### src/hdl/esr_consts.vh
// Constants for the exception status block
`ifndef ESR_CONSTS_VH
`define ESR_CONSTS_VH

// Special-register selector codes
`define ESR_SEL_FP_STATUS      16'h0007
`define ESR_SEL_BRANCH_TARGET  16'h000B
`define ESR_SEL_W              16

// Exception cause codes
`define ESR_EC_W               5
`define ESR_EC_STREAM          5'h00
`define ESR_EC_ILLEGAL         5'h02
`define ESR_EC_IBUS            5'h03
`define ESR_EC_DBUS            5'h04
`define ESR_EC_DIVIDE          5'h05
`define ESR_EC_FPU             5'h06
`define ESR_EC_PRIV            5'h07
`define ESR_EC_STACK           5'h07
`define ESR_EC_DSTORE          5'h10
`define ESR_EC_ISTORE          5'h11
`define ESR_EC_DMISS           5'h12
`define ESR_EC_IMISS           5'h13

// Cause-detail field, seven bits, index 0 = most significant documented bit
`define ESR_CD_W               7
`define ESR_CD_FIRST           6
`define ESR_CD_WRITE           5
`define ESR_CD_STREAM_LSB      0
`define ESR_CD_STREAM_W        4

// Floating-point status flags, counted from the low end of the word
`define ESR_FP_N               5
`define ESR_FP_INVALID         4
`define ESR_FP_ZERO_DIV        3
`define ESR_FP_OVERFLOW        2
`define ESR_FP_UNDERFLOW       1
`define ESR_FP_DENORM          0

`endif

### src/hdl/esr_status_regs.v
// Exception cause detail, delay-slot branch target and floating-point status
//
// How it works
// - Instruction bus error: first detail bit marks instruction local bus memory error.
// - Data bus error: first detail bit marks data local bus memory error.
// - Divide exception: division cause 0 for divide by zero, 1 for overflow.
// - Stream exception: low four detail bits hold stream index, rest reserved zero.
// - Data storage: zone fault bit set when zone protection caused fault.
// - Data storage: write bit set when faulting access was a store.
// - Instruction storage: zone fault bit only, other detail bits zero.
// - Data miss: write bit for stores, first detail bit kept zero.
// - Branch target register exists only when exception support is configured.
// - Delay-slot branch targets captured only while exception in progress is clear.
// - Branch target is read-only, selector 0x000B, resets to zero.
// - Branch target width follows address size in 64-bit mode, else 32.
// - Floating-point status at selector 0x0007, readable and writable.
// - Floating-point flags set by hardware or by software write, cleared only by software write.
// - Flags sit at word low end: invalid, zero divide, overflow, underflow, denormal.
// - Delay slot flag reads one when exception came from a delay slot.
`timescale 1ns/10ps
`default_nettype none
`include "esr_consts.vh"

module esr_status_regs #(
	parameter DATA_W     = 32,
	parameter ADDR_W     = 32,
	parameter USE_EXCEPT = 1
) (
	input  wire                       clock,
	input  wire                       rst_n,
	// Exception report from the pipeline
	input  wire                       exc_valid,
	input  wire [`ESR_EC_W-1:0]       exc_cause,
	input  wire                       exc_in_delay_slot,
	input  wire                       exc_mem_error,
	input  wire                       exc_div_overflow,
	input  wire [`ESR_CD_STREAM_W-1:0] exc_stream_index,
	input  wire                       exc_zone_fault,
	input  wire                       exc_store,
	input  wire                       exc_in_progress,
	// Delay-slot branch execution
	input  wire                       branch_delay_valid,
	input  wire [ADDR_W-1:0]          branch_target_addr,
	// Floating-point flag events, one bit per flag
	input  wire [`ESR_FP_N-1:0]       fp_flag_set,
	// Special-register access
	input  wire                       move_from_special,
	input  wire                       move_to_special,
	input  wire [`ESR_SEL_W-1:0]      special_reg_select,
	input  wire [DATA_W-1:0]          special_wr_data,
	output reg  [DATA_W-1:0]          special_rd_data,
	output reg                        special_rd_valid,
	output reg  [`ESR_CD_W-1:0]       cause_detail,
	output reg                        delay_slot_flag,
	output reg  [`ESR_FP_N-1:0]       fp_status
);

	// --------------------------------------------------------------
	// Widths
	// --------------------------------------------------------------
	// Branch target is address-wide only in the 64-bit configuration
	localparam BT_W = (DATA_W == 64) ? ((ADDR_W > 64) ? 64 : ADDR_W) : 32;

	// --------------------------------------------------------------
	// Cause detail
	// --------------------------------------------------------------
	reg [`ESR_CD_W-1:0] detail_d;

	always @* begin
		detail_d = {`ESR_CD_W{1'b0}};
		case (exc_cause)
			`ESR_EC_IBUS: begin
				detail_d[`ESR_CD_FIRST] = exc_mem_error;
			end
			`ESR_EC_DBUS: begin
				detail_d[`ESR_CD_FIRST] = exc_mem_error;
			end
			`ESR_EC_DIVIDE: begin
				detail_d[`ESR_CD_FIRST] = exc_div_overflow;
			end
			`ESR_EC_STREAM: begin
				detail_d[`ESR_CD_STREAM_LSB +: `ESR_CD_STREAM_W] = exc_stream_index;
			end
			`ESR_EC_DSTORE: begin
				detail_d[`ESR_CD_FIRST] = exc_zone_fault;
				detail_d[`ESR_CD_WRITE] = exc_store;
			end
			`ESR_EC_ISTORE: begin
				detail_d[`ESR_CD_FIRST] = exc_zone_fault;
			end
			`ESR_EC_DMISS: begin
				detail_d[`ESR_CD_WRITE] = exc_store;
			end
			default: begin
				detail_d = {`ESR_CD_W{1'b0}};
			end
		endcase
	end

	always @(posedge clock) begin
		if (!rst_n) begin
			cause_detail    <= {`ESR_CD_W{1'b0}};
			delay_slot_flag <= 1'b0;
		end else if (exc_valid) begin
			cause_detail    <= detail_d;
			delay_slot_flag <= exc_in_delay_slot;
		end
	end

	// --------------------------------------------------------------
	// Branch target
	// --------------------------------------------------------------
	wire [BT_W-1:0] bt_value;

	generate
		if (USE_EXCEPT != 0) begin : g_bt
			reg [BT_W-1:0] bt_q;
			always @(posedge clock) begin
				if (!rst_n) begin
					bt_q <= {BT_W{1'b0}};
				end else if (branch_delay_valid && !exc_in_progress) begin
					bt_q <= branch_target_addr[BT_W-1:0];
				end
			end
			assign bt_value = bt_q;
		end else begin : g_no_bt
			assign bt_value = {BT_W{1'b0}};
		end
	endgenerate

	// --------------------------------------------------------------
	// Floating-point status
	// --------------------------------------------------------------
	wire                 fp_wr;
	wire [`ESR_FP_N-1:0] fp_flags;

	assign fp_wr = move_to_special && (special_reg_select == `ESR_SEL_FP_STATUS);

	esr_sticky_bits #(
		.N (`ESR_FP_N)
	) u_fp_flags (
		.clock    (clock),
		.rst_n    (rst_n),
		.set_bits (fp_flag_set),
		.wr_en    (fp_wr),
		.wr_data  (special_wr_data[`ESR_FP_N-1:0]),
		.flags    (fp_flags)
	);

	always @(posedge clock) begin
		if (!rst_n) begin
			fp_status <= {`ESR_FP_N{1'b0}};
		end else begin
			fp_status <= fp_flags;
		end
	end

	// --------------------------------------------------------------
	// Special-register read
	// --------------------------------------------------------------
	// Branch target write attempts fall through: register is read-only
	reg [DATA_W-1:0] rd_d;
	reg              hit_d;

	always @* begin
		rd_d  = {DATA_W{1'b0}};
		hit_d = 1'b0;
		case (special_reg_select)
			`ESR_SEL_FP_STATUS: begin
				// Flags share the low end of the word with the write data
				rd_d[`ESR_FP_N-1:0] = fp_flags;
				hit_d = 1'b1;
			end
			`ESR_SEL_BRANCH_TARGET: begin
				rd_d[BT_W-1:0] = bt_value;
				hit_d = (USE_EXCEPT != 0);
			end
			default: begin
				hit_d = 1'b0;
			end
		endcase
	end

	always @(posedge clock) begin
		if (!rst_n) begin
			special_rd_data  <= {DATA_W{1'b0}};
			special_rd_valid <= 1'b0;
		end else begin
			special_rd_valid <= move_from_special && hit_d;
			if (move_from_special) begin
				special_rd_data <= rd_d;
			end
		end
	end

endmodule // esr_status_regs

`default_nettype wire

### src/hdl/esr_sticky_bits.v
// Sticky flag bank: hardware sets, software writes
`timescale 1ns/10ps
`default_nettype none

module esr_sticky_bits #(
	parameter N = 5
) (
	input  wire         clock,
	input  wire         rst_n,
	input  wire [N-1:0] set_bits,
	input  wire         wr_en,
	input  wire [N-1:0] wr_data,
	output wire [N-1:0] flags
);

	reg [N-1:0] flags_q;

	genvar i;
	generate
		for (i = 0; i < N; i = i + 1) begin : g_flag
			always @(posedge clock) begin
				if (!rst_n) begin
					flags_q[i] <= 1'b0;
				// Set wins over a clearing write in the same cycle
				end else if (set_bits[i]) begin
					flags_q[i] <= 1'b1;
				end else if (wr_en) begin
					flags_q[i] <= wr_data[i];
				end
			end
		end
	endgenerate

	assign flags = flags_q;

endmodule // esr_sticky_bits

`default_nettype wire

### config.mk
export PLATFORM = sky130hd
export DESIGN_NAME = esr_status_regs
export DESIGN_NICKNAME = d
export VERILOG_FILES = /design/src/hdl/esr_status_regs.v /design/src/hdl/esr_sticky_bits.v
export VERILOG_INCLUDE_DIRS = /design/src /design/src/hdl
export SDC_FILE = /design/constraint.sdc
export NUM_CORES = 1
export LEC_CHECK = 0
export ABC_AREA = 1
export BUFFER_PORTS_ARGS = -buffer_cell sky130_fd_sc_hd__buf_4
export CAP_MARGIN = 30
export CORE_MARGIN = 3
export CORE_UTILIZATION = 45
export CTS_CLUSTER_SIZE = 14
export DETAILED_ROUTE_END_ITERATION = 8
export PLACE_DENSITY_LB_ADDON = 0.08
export SLEW_MARGIN = 20
export SYNTH_ARGS = -nofsm -noshare
export SYNTH_HDL_FRONTEND = slang
export SYNTH_SLANG_ARGS = --single-unit
### constraint.sdc
create_clock -name clock -period 1.6 [get_ports clock]
set_input_delay 0.32 -clock clock [delete_from_list [all_inputs] [get_ports clock]]
set_output_delay 0.32 -clock clock [all_outputs]
set_load 0.01 [all_outputs]
==> impl_metrics.env, run 1 <==
export IMPL_port_buffers=123
export IMPL_clk_root_buffer_cell="clkbuf_8"
export IMPL_synth_seq_cells=82
export IMPL_ant_nets=0
export IMPL_vias_per_cell=4.73
export IMPL_cts_buffer_depth=2
export IMPL_synthDistinctLibCells=23
export IMPL_regArea_um2=1640
export IMPL_reg2reg_depth=4
export IMPL_first_pass_iters=4
export IMPL_rsz0062_at_grt="false"
export IMPL_htreeDepth=3
export IMPL_num_vias=3046
export IMPL_path_cells="buf_4"
export IMPL_hold_class="in2reg"
export IMPL_crit_cells=1
export IMPL_worst_ep_arrival_time_ns=0.83
export IMPL_grt_max_degree=65
export IMPL_wl_um=7580
export IMPL_final_setup_tns_ns=0
export IMPL_grt_total_usage_pct=18.7
export IMPL_synth_warning_count=0
export IMPL_multiInputGateArea_um2=1420
export IMPL_io_pins=152
export IMPL_syn_to_final_growth_pct=34.8
export IMPL_final_core_util_pct=64.2
export IMPL_syn_instance_count=427
export IMPL_synth_seq_area_share_pct=49.6
export IMPL_finalSetupViolCount=0
export IMPL_syn_avg_cell_area_um2=7.75
export IMPL_die_area_um2=8420
export IMPL_rows=30
export IMPL_status="finished, final reports clean"
export IMPL_post_cts_resized=0
export IMPL_dp_cells=629
export IMPL_num_antenna_cells=0
export IMPL_grt_pass1_vias=2958
export IMPL_post_route_period_util_pct=71.6
export IMPL_fin_nets=650
export IMPL_fp_dieH_um=91.7
export IMPL_worstSetupEndpointType="output pin"
export IMPL_maxCapViolCount=0
export IMPL_clk_pin_slew_ns=0.08
export IMPL_final_cells=644
export IMPL_yosysTopAreaCellShare_pct=49.6
export IMPL_filler_cell_count=645
export IMPL_synth_area_um2=3310
export IMPL_cts_sinks=82
export IMPL_coreArea_um2=6940
export IMPL_final_cell_mix="130 x buf_4, 90 x nor2_1, 82 x dfxtp_1, 66 x o21ai_0, 54 x nand2_1"
export IMPL_grt_pass1_wl_um=12900
export IMPL_cts_tree="built"
export IMPL_gp_routability_congestion=0.736
export IMPL_path_delay_family="flip-flops"
export IMPL_critPathRequiredTime_ns=1.28
export IMPL_cts_hold_repair_buffers=0
export IMPL_timing_final_hold_violations=0
export IMPL_layout_drive_gt1_share_pct=35.2
export IMPL_max_freq_ghz=0.873
export IMPL_min_period_ns=1.15
export IMPL_finClkSkew_ns=0.00550
export IMPL_grt_remaining_overflow=0
export IMPL_postCtsSetupBuffers=0
export IMPL_irDropWorstVdd_mv=0.415
export IMPL_synth_nets=533
export IMPL_antenna_found_initial=0
export IMPL_drc=0
export IMPL_final_cell_area_um2=4460
export IMPL_crit_fanout=2
export IMPL_wl_per_cell_um=11.8
export IMPL_cts_buffers=9
export IMPL_pwr_density_cell_nw_per_um2=891
export IMPL_drtIter0Drc=117
export IMPL_clk_insertion_delay_late_ns=0.34
export IMPL_critical_path_class="reg2out"
export IMPL_final_max_slew_viol_count=0
export IMPL_cellLeakagePower_nw=2.08
export IMPL_holdPathStages=3
export IMPL_placed_cell_area_um2=4310
export IMPL_total_power_mw=3.97
export IMPL_start_util_pct=47.6
export IMPL_max_stage_delay_ns=0.36
export IMPL_cp_start_kind="flip-flop"
export IMPL_synthTopCellsByArea="dfxtp_1 50%, nor2_1 10%, o21ai_0 10%, nand2_1 6.1%, a21oi_2 5.0%"
export IMPL_dpl_hpwl_um=5340
export IMPL_critPathBufInv=1
export IMPL_final_common_cell="buf_4"
export IMPL_die_x_um=91.7
export IMPL_cpMaxStageDelayCell="dfxtp_1"
export IMPL_yosys_area_top_type="dfxtp_1"
==> synth_stat cells <==
cell and number:
nand4_1 1, buf_2 3, a21oi_1 17, and2_2 1
nand3_2 1, a31oi_1 1, buf_1 2, conb_1 1
and2_4 1, or2_2 3, nand2_1 54, buf_12 3
o21ai_0 66, o21bai_1 2, a21oi_2 19, dfxtp_1 82
nand3_1 15, nor2_4 2, nor2_1 91, buf_4 1
nand2_2 19, clkbuf_1 18, inv_1 24
==> state kept, by name (all words and copies together), names as in the netlist <==
signal / flops
special_rd_data: 32
bt_value: 32
cause_detail: 6
fp_status: 5
delay_slot_flag: 1
u_fp_flags.flags: 5
special_rd_valid: 1
==> through the flow <==
step / hold slack [ns] / worst slack (ns)
5_1_grt: 0.193 / 0.347
6_report: 0.194 / 0.454
3_3_place_gp: 0.435 / 0.142
3_5_place_dp: 0.436 / 0.112
4_1_cts: 0.185 / 0.440
2_1_floorplan: 0.419 / 0.326
==> logic make-up (layout without fill, tap and decap cells) <==
logic type             after synthesis  count (layout)  share of synthesized area (%)
AOI/OAI and AO/OA                  105             105                           18.2
DFF                                 82              82                           49.6
buffers and inverters               51             172                           7.49
and+or+nand+nor                    188             188                           24.5
other                                1               1                          0.113
==> final cells by class <==
| class | instances | area share (%) |
|---|---|---|
| repair buffers | 133 | 23.2 |
| inverters | 24 | 2.02 |
| multi-input cells | 294 | 31.9 |
| flip-flops and latches | 82 | 36.8 |
| clock buffers | 11 | 2.95 |
| clock inverters | 4 | 0.449 |
| well taps | 96 | 2.69 |
==> power by group <==
group | leakage [nW] | total [mW] | switching (mW) | internal [mW]
logic | 1.32 | 0.538 | 0.256 | 0.282
registers | 0.677 | 2.22 | 0.0602 | 2.16
clock network | 0.0827 | 1.22 | 0.671 | 0.545
==> worst paths after layout <==
| path | start | to | slack [ns] |
|---|---|---|---|
| worst max-delay path | special_rd_data[10] | special_rd_data[10] | 0.45 |
| worst min register to register | bt_value[9] | special_rd_data[9] | 0.45 |
| worst min-delay path | branch_target_addr[15] | bt_value[15] | 0.19 |
| worst max register to register | bt_value[4] | special_rd_data[4] | 0.92 |
==> metal layers <==
metal	track usage, %	wire length, um	vias up
met1	22.1	3280	1358
met2	31.4	3610	84
met3	6.40	586	9
li1	-	-	1595
met5	0	0	-
met4	6.68	107	0
Power figures use the tool's default switching activity.
==> inputs of run 2 (changes only) <==
--- a/config.mk
+++ b/config.mk
@@ -10,7 +10,7 @@
 export BUFFER_PORTS_ARGS = -buffer_cell sky130_fd_sc_hd__buf_4
 export CAP_MARGIN = 30
 export CORE_MARGIN = 3
-export CORE_UTILIZATION = 45
+export CORE_UTILIZATION = 42
 export CTS_CLUSTER_SIZE = 14
 export DETAILED_ROUTE_END_ITERATION = 8
 export PLACE_DENSITY_LB_ADDON = 0.08
==> constraint.sdc (replaced) <==
create_clock -name clock -period 0.95 [get_ports clock]
set_input_delay 0.19 -clock clock [delete_from_list [all_inputs] [get_ports clock]]
set_output_delay 0.19 -clock clock [all_outputs]
set_load 0.01 [all_outputs]
==> run 2 against run 1 <==
- the flow now finishes with violations (negative setup slack)
- sequential share of layout area down 3.6 points
- combinational power grew 97%
- via count increased by 2.9%
- non-clock buffer count up 10
- final cell count up 2.3%
- first-iteration DRC count down 30%
- routed wire length grew 12%
- setup slack got worse by 0.49 ns
- hold slack worse by 0.13 ns
- sequential cell count did not move
- largest power group unchanged
==> impl_metrics.env, run 2 (same netlist as run 1, synthesis figures left out) <==
export IMPL_cpMaxStageDelayCell="dfxtp_2"
export IMPL_path_delay_family="flip-flops"
export IMPL_vias_per_cell=4.75
export IMPL_critPathRequiredTime_ns=0.76
export IMPL_postCtsSetupBuffers=0
export IMPL_total_power_mw=8.12
export IMPL_ant_nets=0
export IMPL_path_cells="buf_6"
export IMPL_rsz0062_at_grt="true"
export IMPL_final_setup_tns_ns=-0.705
export IMPL_grt_remaining_overflow=0
export IMPL_grt_max_degree=38
export IMPL_finalSetupViolCount=49
export IMPL_final_cells=659
export IMPL_syn_to_final_growth_pct=54.6
export IMPL_first_pass_iters=4
export IMPL_clk_root_buffer_cell="clkbuf_8"
export IMPL_die_x_um=94.8
export IMPL_min_period_ns=0.985
export IMPL_num_vias=3133
export IMPL_post_route_period_util_pct=104
export IMPL_timing_final_hold_violations=0
export IMPL_irDropWorstVdd_mv=0.790
export IMPL_holdWs_ns=0.0686
export IMPL_pwr_density_cell_nw_per_um2=1590
export IMPL_setup_ws_ns=-0.0349
export IMPL_cts_hold_repair_buffers=0
export IMPL_num_antenna_cells=0
export IMPL_htreeDepth=3
export IMPL_layout_drive_gt1_share_pct=48.8
export IMPL_fp_dieH_um=94.8
export IMPL_io_pins=152
export IMPL_violations="negative setup slack"
export IMPL_wl_per_cell_um=12.8
export IMPL_rows=31
export IMPL_status="finished with violations"
export IMPL_grt_total_usage_pct=18.9
export IMPL_cts_tree="built"
export IMPL_start_util_pct=44.4
export IMPL_cts_buffer_depth=2
export IMPL_coreArea_um2=7450
export IMPL_max_freq_ghz=1.02
export IMPL_drc=0
export IMPL_grt_pass1_wl_um=13500
export IMPL_cellLeakagePower_nw=2.39
export IMPL_critical_path_class="reg2out"
export IMPL_hold_class="in2reg"
export IMPL_crit_fanout=2
export IMPL_wl_um=8460
export IMPL_port_buffers=123
export IMPL_maxCapViolCount=0
export IMPL_final_max_slew_viol_count=0
export IMPL_finClkSkew_ns=0.00919
export IMPL_cts_buffers=9
export IMPL_dp_cells=641
export IMPL_fin_nets=661
export IMPL_worstSetupEndpointType="output pin"
export IMPL_max_stage_delay_ns=0.36
export IMPL_die_area_um2=8980
export IMPL_cp_start_kind="flip-flop"
export IMPL_critPathBufInv=1
export IMPL_dpl_hpwl_um=5860
export IMPL_cts_sinks=82
export IMPL_final_cell_mix="83 x nor2_1, 83 x buf_4, 66 x o21ai_0, 51 x buf_6"
export IMPL_final_core_util_pct=68.7
export IMPL_grt_pass1_vias=3148
export IMPL_worst_ep_arrival_time_ns=0.79
export IMPL_antenna_found_initial=0
export IMPL_clk_insertion_delay_late_ns=0.34
export IMPL_gp_routability_congestion=0.798
export IMPL_clk_pin_slew_ns=0.08
export IMPL_drtIter0Drc=82
==> run 2: stage by stage <==
| step | instance area, um2 | setup slack, ns |
|---|---|---|
| final | 5110 | -0.0349 |
| after CTS | 4970 | -0.0541 |
| after global routing | 5110 | -0.0700 |
| after global placement | 4480 | -0.297 |
| after detailed placement | 4480 | -0.308 |
| after floorplan | 3350 | -0.172 |
==> run 2: worst reg2reg max path, stage by stage (launching register included) <==
cell     delay (ns)
dfxtp_2        0.34
o21ai_0        0.25
a21oi_2        0.06
==> run 2: path summary, 6_finish.rpt <==
path / start / end / slack (ns) / cells after the start
hold reg to reg: u_fp_flags.flags[4] / fp_status[4] / 0.44 / 2
setup reg to reg: special_rd_data[11] / special_rd_data[11] / 0.19 / 2
hold / removal: branch_target_addr[13] / bt_value[13] / 0.07 / 3
setup / recovery: special_rd_data[12] / special_rd_data[12] / -0.03 / 1
==> run 2: cell type report <==
class | instances | area, um2
sequential | 82 | 1700
clock buffer | 11 | 141
inverter | 24 | 90.1
multi-input combinational | 295 | 1550
clock inverter | 5 | 125
fill | 629 | 2330
timing repair buffer | 143 | 1380
tap | 99 | 124
==> run 2: metal layers <==
layer | global-route usage, % | share of wire, % | up-vias
met5 | 0 | 0 | -
li1 | - | - | 1622
met3 | 4.54 | 6.1 | 11
met1 | 21.3 | 42 | 1412
met2 | 33.9 | 50 | 88
met4 | 7.69 | 1.5 | 0
==> run 2: power by group <==
part           internal, mW  leakage [nW]  switching, mW  total [mW]
registers              3.65         0.693          0.135        3.79
logic                 0.591          1.56          0.472        1.06
clock network          2.08         0.134           1.19        3.27
total                  6.33          2.39           1.80        8.12
==> run 2: repair_timing <==
item                                    CTS  global route
cloned                                    0             2
hold endpoints to repair                  0             0
endpoints found under the setup margin   45            60
gates resized for setup                  88            34
pin swaps                                 0            13
==> inputs of run 3 (changes only) <==
--- a/config.mk
+++ b/config.mk
@@ -9,6 +9,7 @@
 export ABC_AREA = 1
 export BUFFER_PORTS_ARGS = -buffer_cell sky130_fd_sc_hd__buf_4
 export CAP_MARGIN = 30
+export CORE_ASPECT_RATIO = 0.5
 export CORE_MARGIN = 3
 export CORE_UTILIZATION = 42
 export CTS_CLUSTER_SIZE = 14
==> run 3 against run 2 <==
- the run still ends with negative setup slack left
- maximum frequency increased by 1.7%
- setup slack improved by 0.016 ns
- clock skew decreased by 0.0055 ns
- sequential share of layout area decreased by 0.16 points
- first-iteration DRC count increased by 51%
- sequential cell count unchanged
- via count decreased by 0.35%
- hold slack improved by 0.016 ns
- final cell count increased by 2.1%
- critical path depth unchanged
==> impl_metrics.env, run 3 (same netlist as run 1, synthesis figures left out) <==
export IMPL_drtIter0Drc=124
export IMPL_holdWs_ns=0.0847
export IMPL_rows=22
export IMPL_die_area_um2=9040
export IMPL_cts_buffer_depth=2
export IMPL_drc=0
export IMPL_grt_pass1_wl_um=13000
export IMPL_clk_pin_slew_ns=0.06
export IMPL_worstSetupEndpointType="output pin"
export IMPL_gp_routability_congestion=0.749
export IMPL_io_pins=152
export IMPL_fp_dieH_um=68.8
export IMPL_finalSetupViolCount=15
export IMPL_clk_insertion_delay_late_ns=0.32
export IMPL_final_common_cell="buf_4"
export IMPL_filler_cell_count=678
export IMPL_setup_ws_ns=-0.0189
export IMPL_hold_class="in2reg"
export IMPL_path_cells="buf_6"
export IMPL_final_max_slew_viol_count=0
export IMPL_total_power_mw=8.14
export IMPL_ant_nets=0
export IMPL_coreArea_um2=7490
export IMPL_port_buffers=123
export IMPL_cellLeakagePower_nw=2.35
export IMPL_critPathRequiredTime_ns=0.76
export IMPL_rsz0062_at_grt="true"
export IMPL_critPathBufInv=1
export IMPL_antenna_found_initial=0
export IMPL_cts_hold_repair_buffers=0
export IMPL_grt_remaining_overflow=0
export IMPL_max_stage_delay_ns=0.35
export IMPL_start_util_pct=44.2
export IMPL_first_pass_iters=4
export IMPL_layout_drive_gt1_share_pct=48.5
export IMPL_wl_um=8330
export IMPL_htreeDepth=3
export IMPL_critical_path_class="reg2out"
export IMPL_grt_total_usage_pct=17.8
export IMPL_min_period_ns=0.969
export IMPL_dpl_hpwl_um=5790
export IMPL_cts_tree="built"
export IMPL_fin_nets=666
export IMPL_final_core_util_pct=68.6
export IMPL_post_route_period_util_pct=102
export IMPL_path_delay_family="flip-flops"
export IMPL_irDropWorstVdd_mv=1.15
export IMPL_cp_start_kind="flip-flop"
export IMPL_final_cells=673
export IMPL_crit_fanout=2
export IMPL_dp_cells=653
export IMPL_pwr_density_cell_nw_per_um2=1580
export IMPL_cpMaxStageDelayCell="dfxtp_2"
export IMPL_clk_root_buffer_cell="clkbuf_16"
export IMPL_die_x_um=132
export IMPL_maxCapViolCount=0
export IMPL_cts_buffers=9
export IMPL_cts_sinks=82
export IMPL_syn_to_final_growth_pct=55.4
export IMPL_timing_final_hold_violations=0
export IMPL_wl_per_cell_um=12.4
export IMPL_grt_pass1_vias=2887
export IMPL_status="finished with violations"
export IMPL_max_freq_ghz=1.03
export IMPL_worst_ep_arrival_time_ns=0.78
export IMPL_num_antenna_cells=0
export IMPL_finClkSkew_ns=0.00371
export IMPL_final_cell_mix="90 x buf_4, 83 x nor2_1, 66 x o21ai_0, 50 x nand2_1, 50 x buf_6"
export IMPL_grt_max_degree=25
export IMPL_num_vias=3122
export IMPL_vias_per_cell=4.64
export IMPL_violations="negative setup slack"
[run 3: changes by cell type in the layout (fill, tap and decap cells not counted), moves of 4 or more]
cell / before / now
a21oi_2: 26 / 22
bufinv_16: 4 / 0
nand2_4: 8 / 3
nand2_1: 45 / 50
clkbuf_16: 1 / 10
clkbuf_8: 10 / 3
buf_4: 83 / 90
a21oi_1: 10 / 14
[run 3: area by class of cell]
cell class | instances | area (um2) | share of cell area, %
repair buffers | 148 | 1400 | 27.3
multi-input cells | 295 | 1520 | 29.6
clock buffers | 12 | 267 | 5.19
inverters | 24 | 90.1 | 1.75
well taps | 108 | 135 | 2.63
flip-flops and latches | 82 | 1700 | 33.0
clock inverters | 4 | 25.0 | 0.487
[run 3: power breakdown]
part	total, mW	internal (mW)	switching, mW
logic	1.07	0.600	0.473
clock network	3.29	1.97	1.31
registers	3.78	3.66	0.124
total	8.14	6.23	1.91
[run 3: per-stage QoR]
stage / instance area (um2) / setup TNS (ns) / worst slack [ns]
4_1_cts: 5010 / -0.374 / -0.0279
6_report: 5140 / -0.0546 / -0.0189
3_3_place_gp: 4500 / -11.57 / -0.299
5_1_grt: 5140 / -1.39 / -0.0485
2_1_floorplan: 3350 / -4.05 / -0.172
3_5_place_dp: 4500 / -12.23 / -0.318
[run 3: path summary, 6_finish.rpt]
kind	start	to	slack, ns	cells past startpoint
max reg2reg	special_rd_data[27]	special_rd_data[27]	0.25	2
min reg2reg	u_fp_flags.flags[0]	fp_status[0]	0.43	2
min	branch_target_addr[22]	bt_value[22]	0.08	3
max	special_rd_data[21]	special_rd_data[21]	-0.02	1
[run 3: layer usage]
metal	GRT usage (%)	routed length, um	vias to the layer above
met5	0	0	-
met4	3.93	30	0
met3	6.88	578	4
met2	30.1	3800	85
met1	22.2	3920	1396
li1	-	-	1637
[run 3: what timing repair did]
| item | in CTS | in global routing |
|---|---|---|
| endpoints found under the setup margin | 44 | 76 |
| pin swaps | 0 | 9 |
| setup buffers | 0 | 2 |
| hold endpoints to repair | 0 | 0 |
| gates cloned | 0 | 2 |
| resized for setup | 86 | 27 |
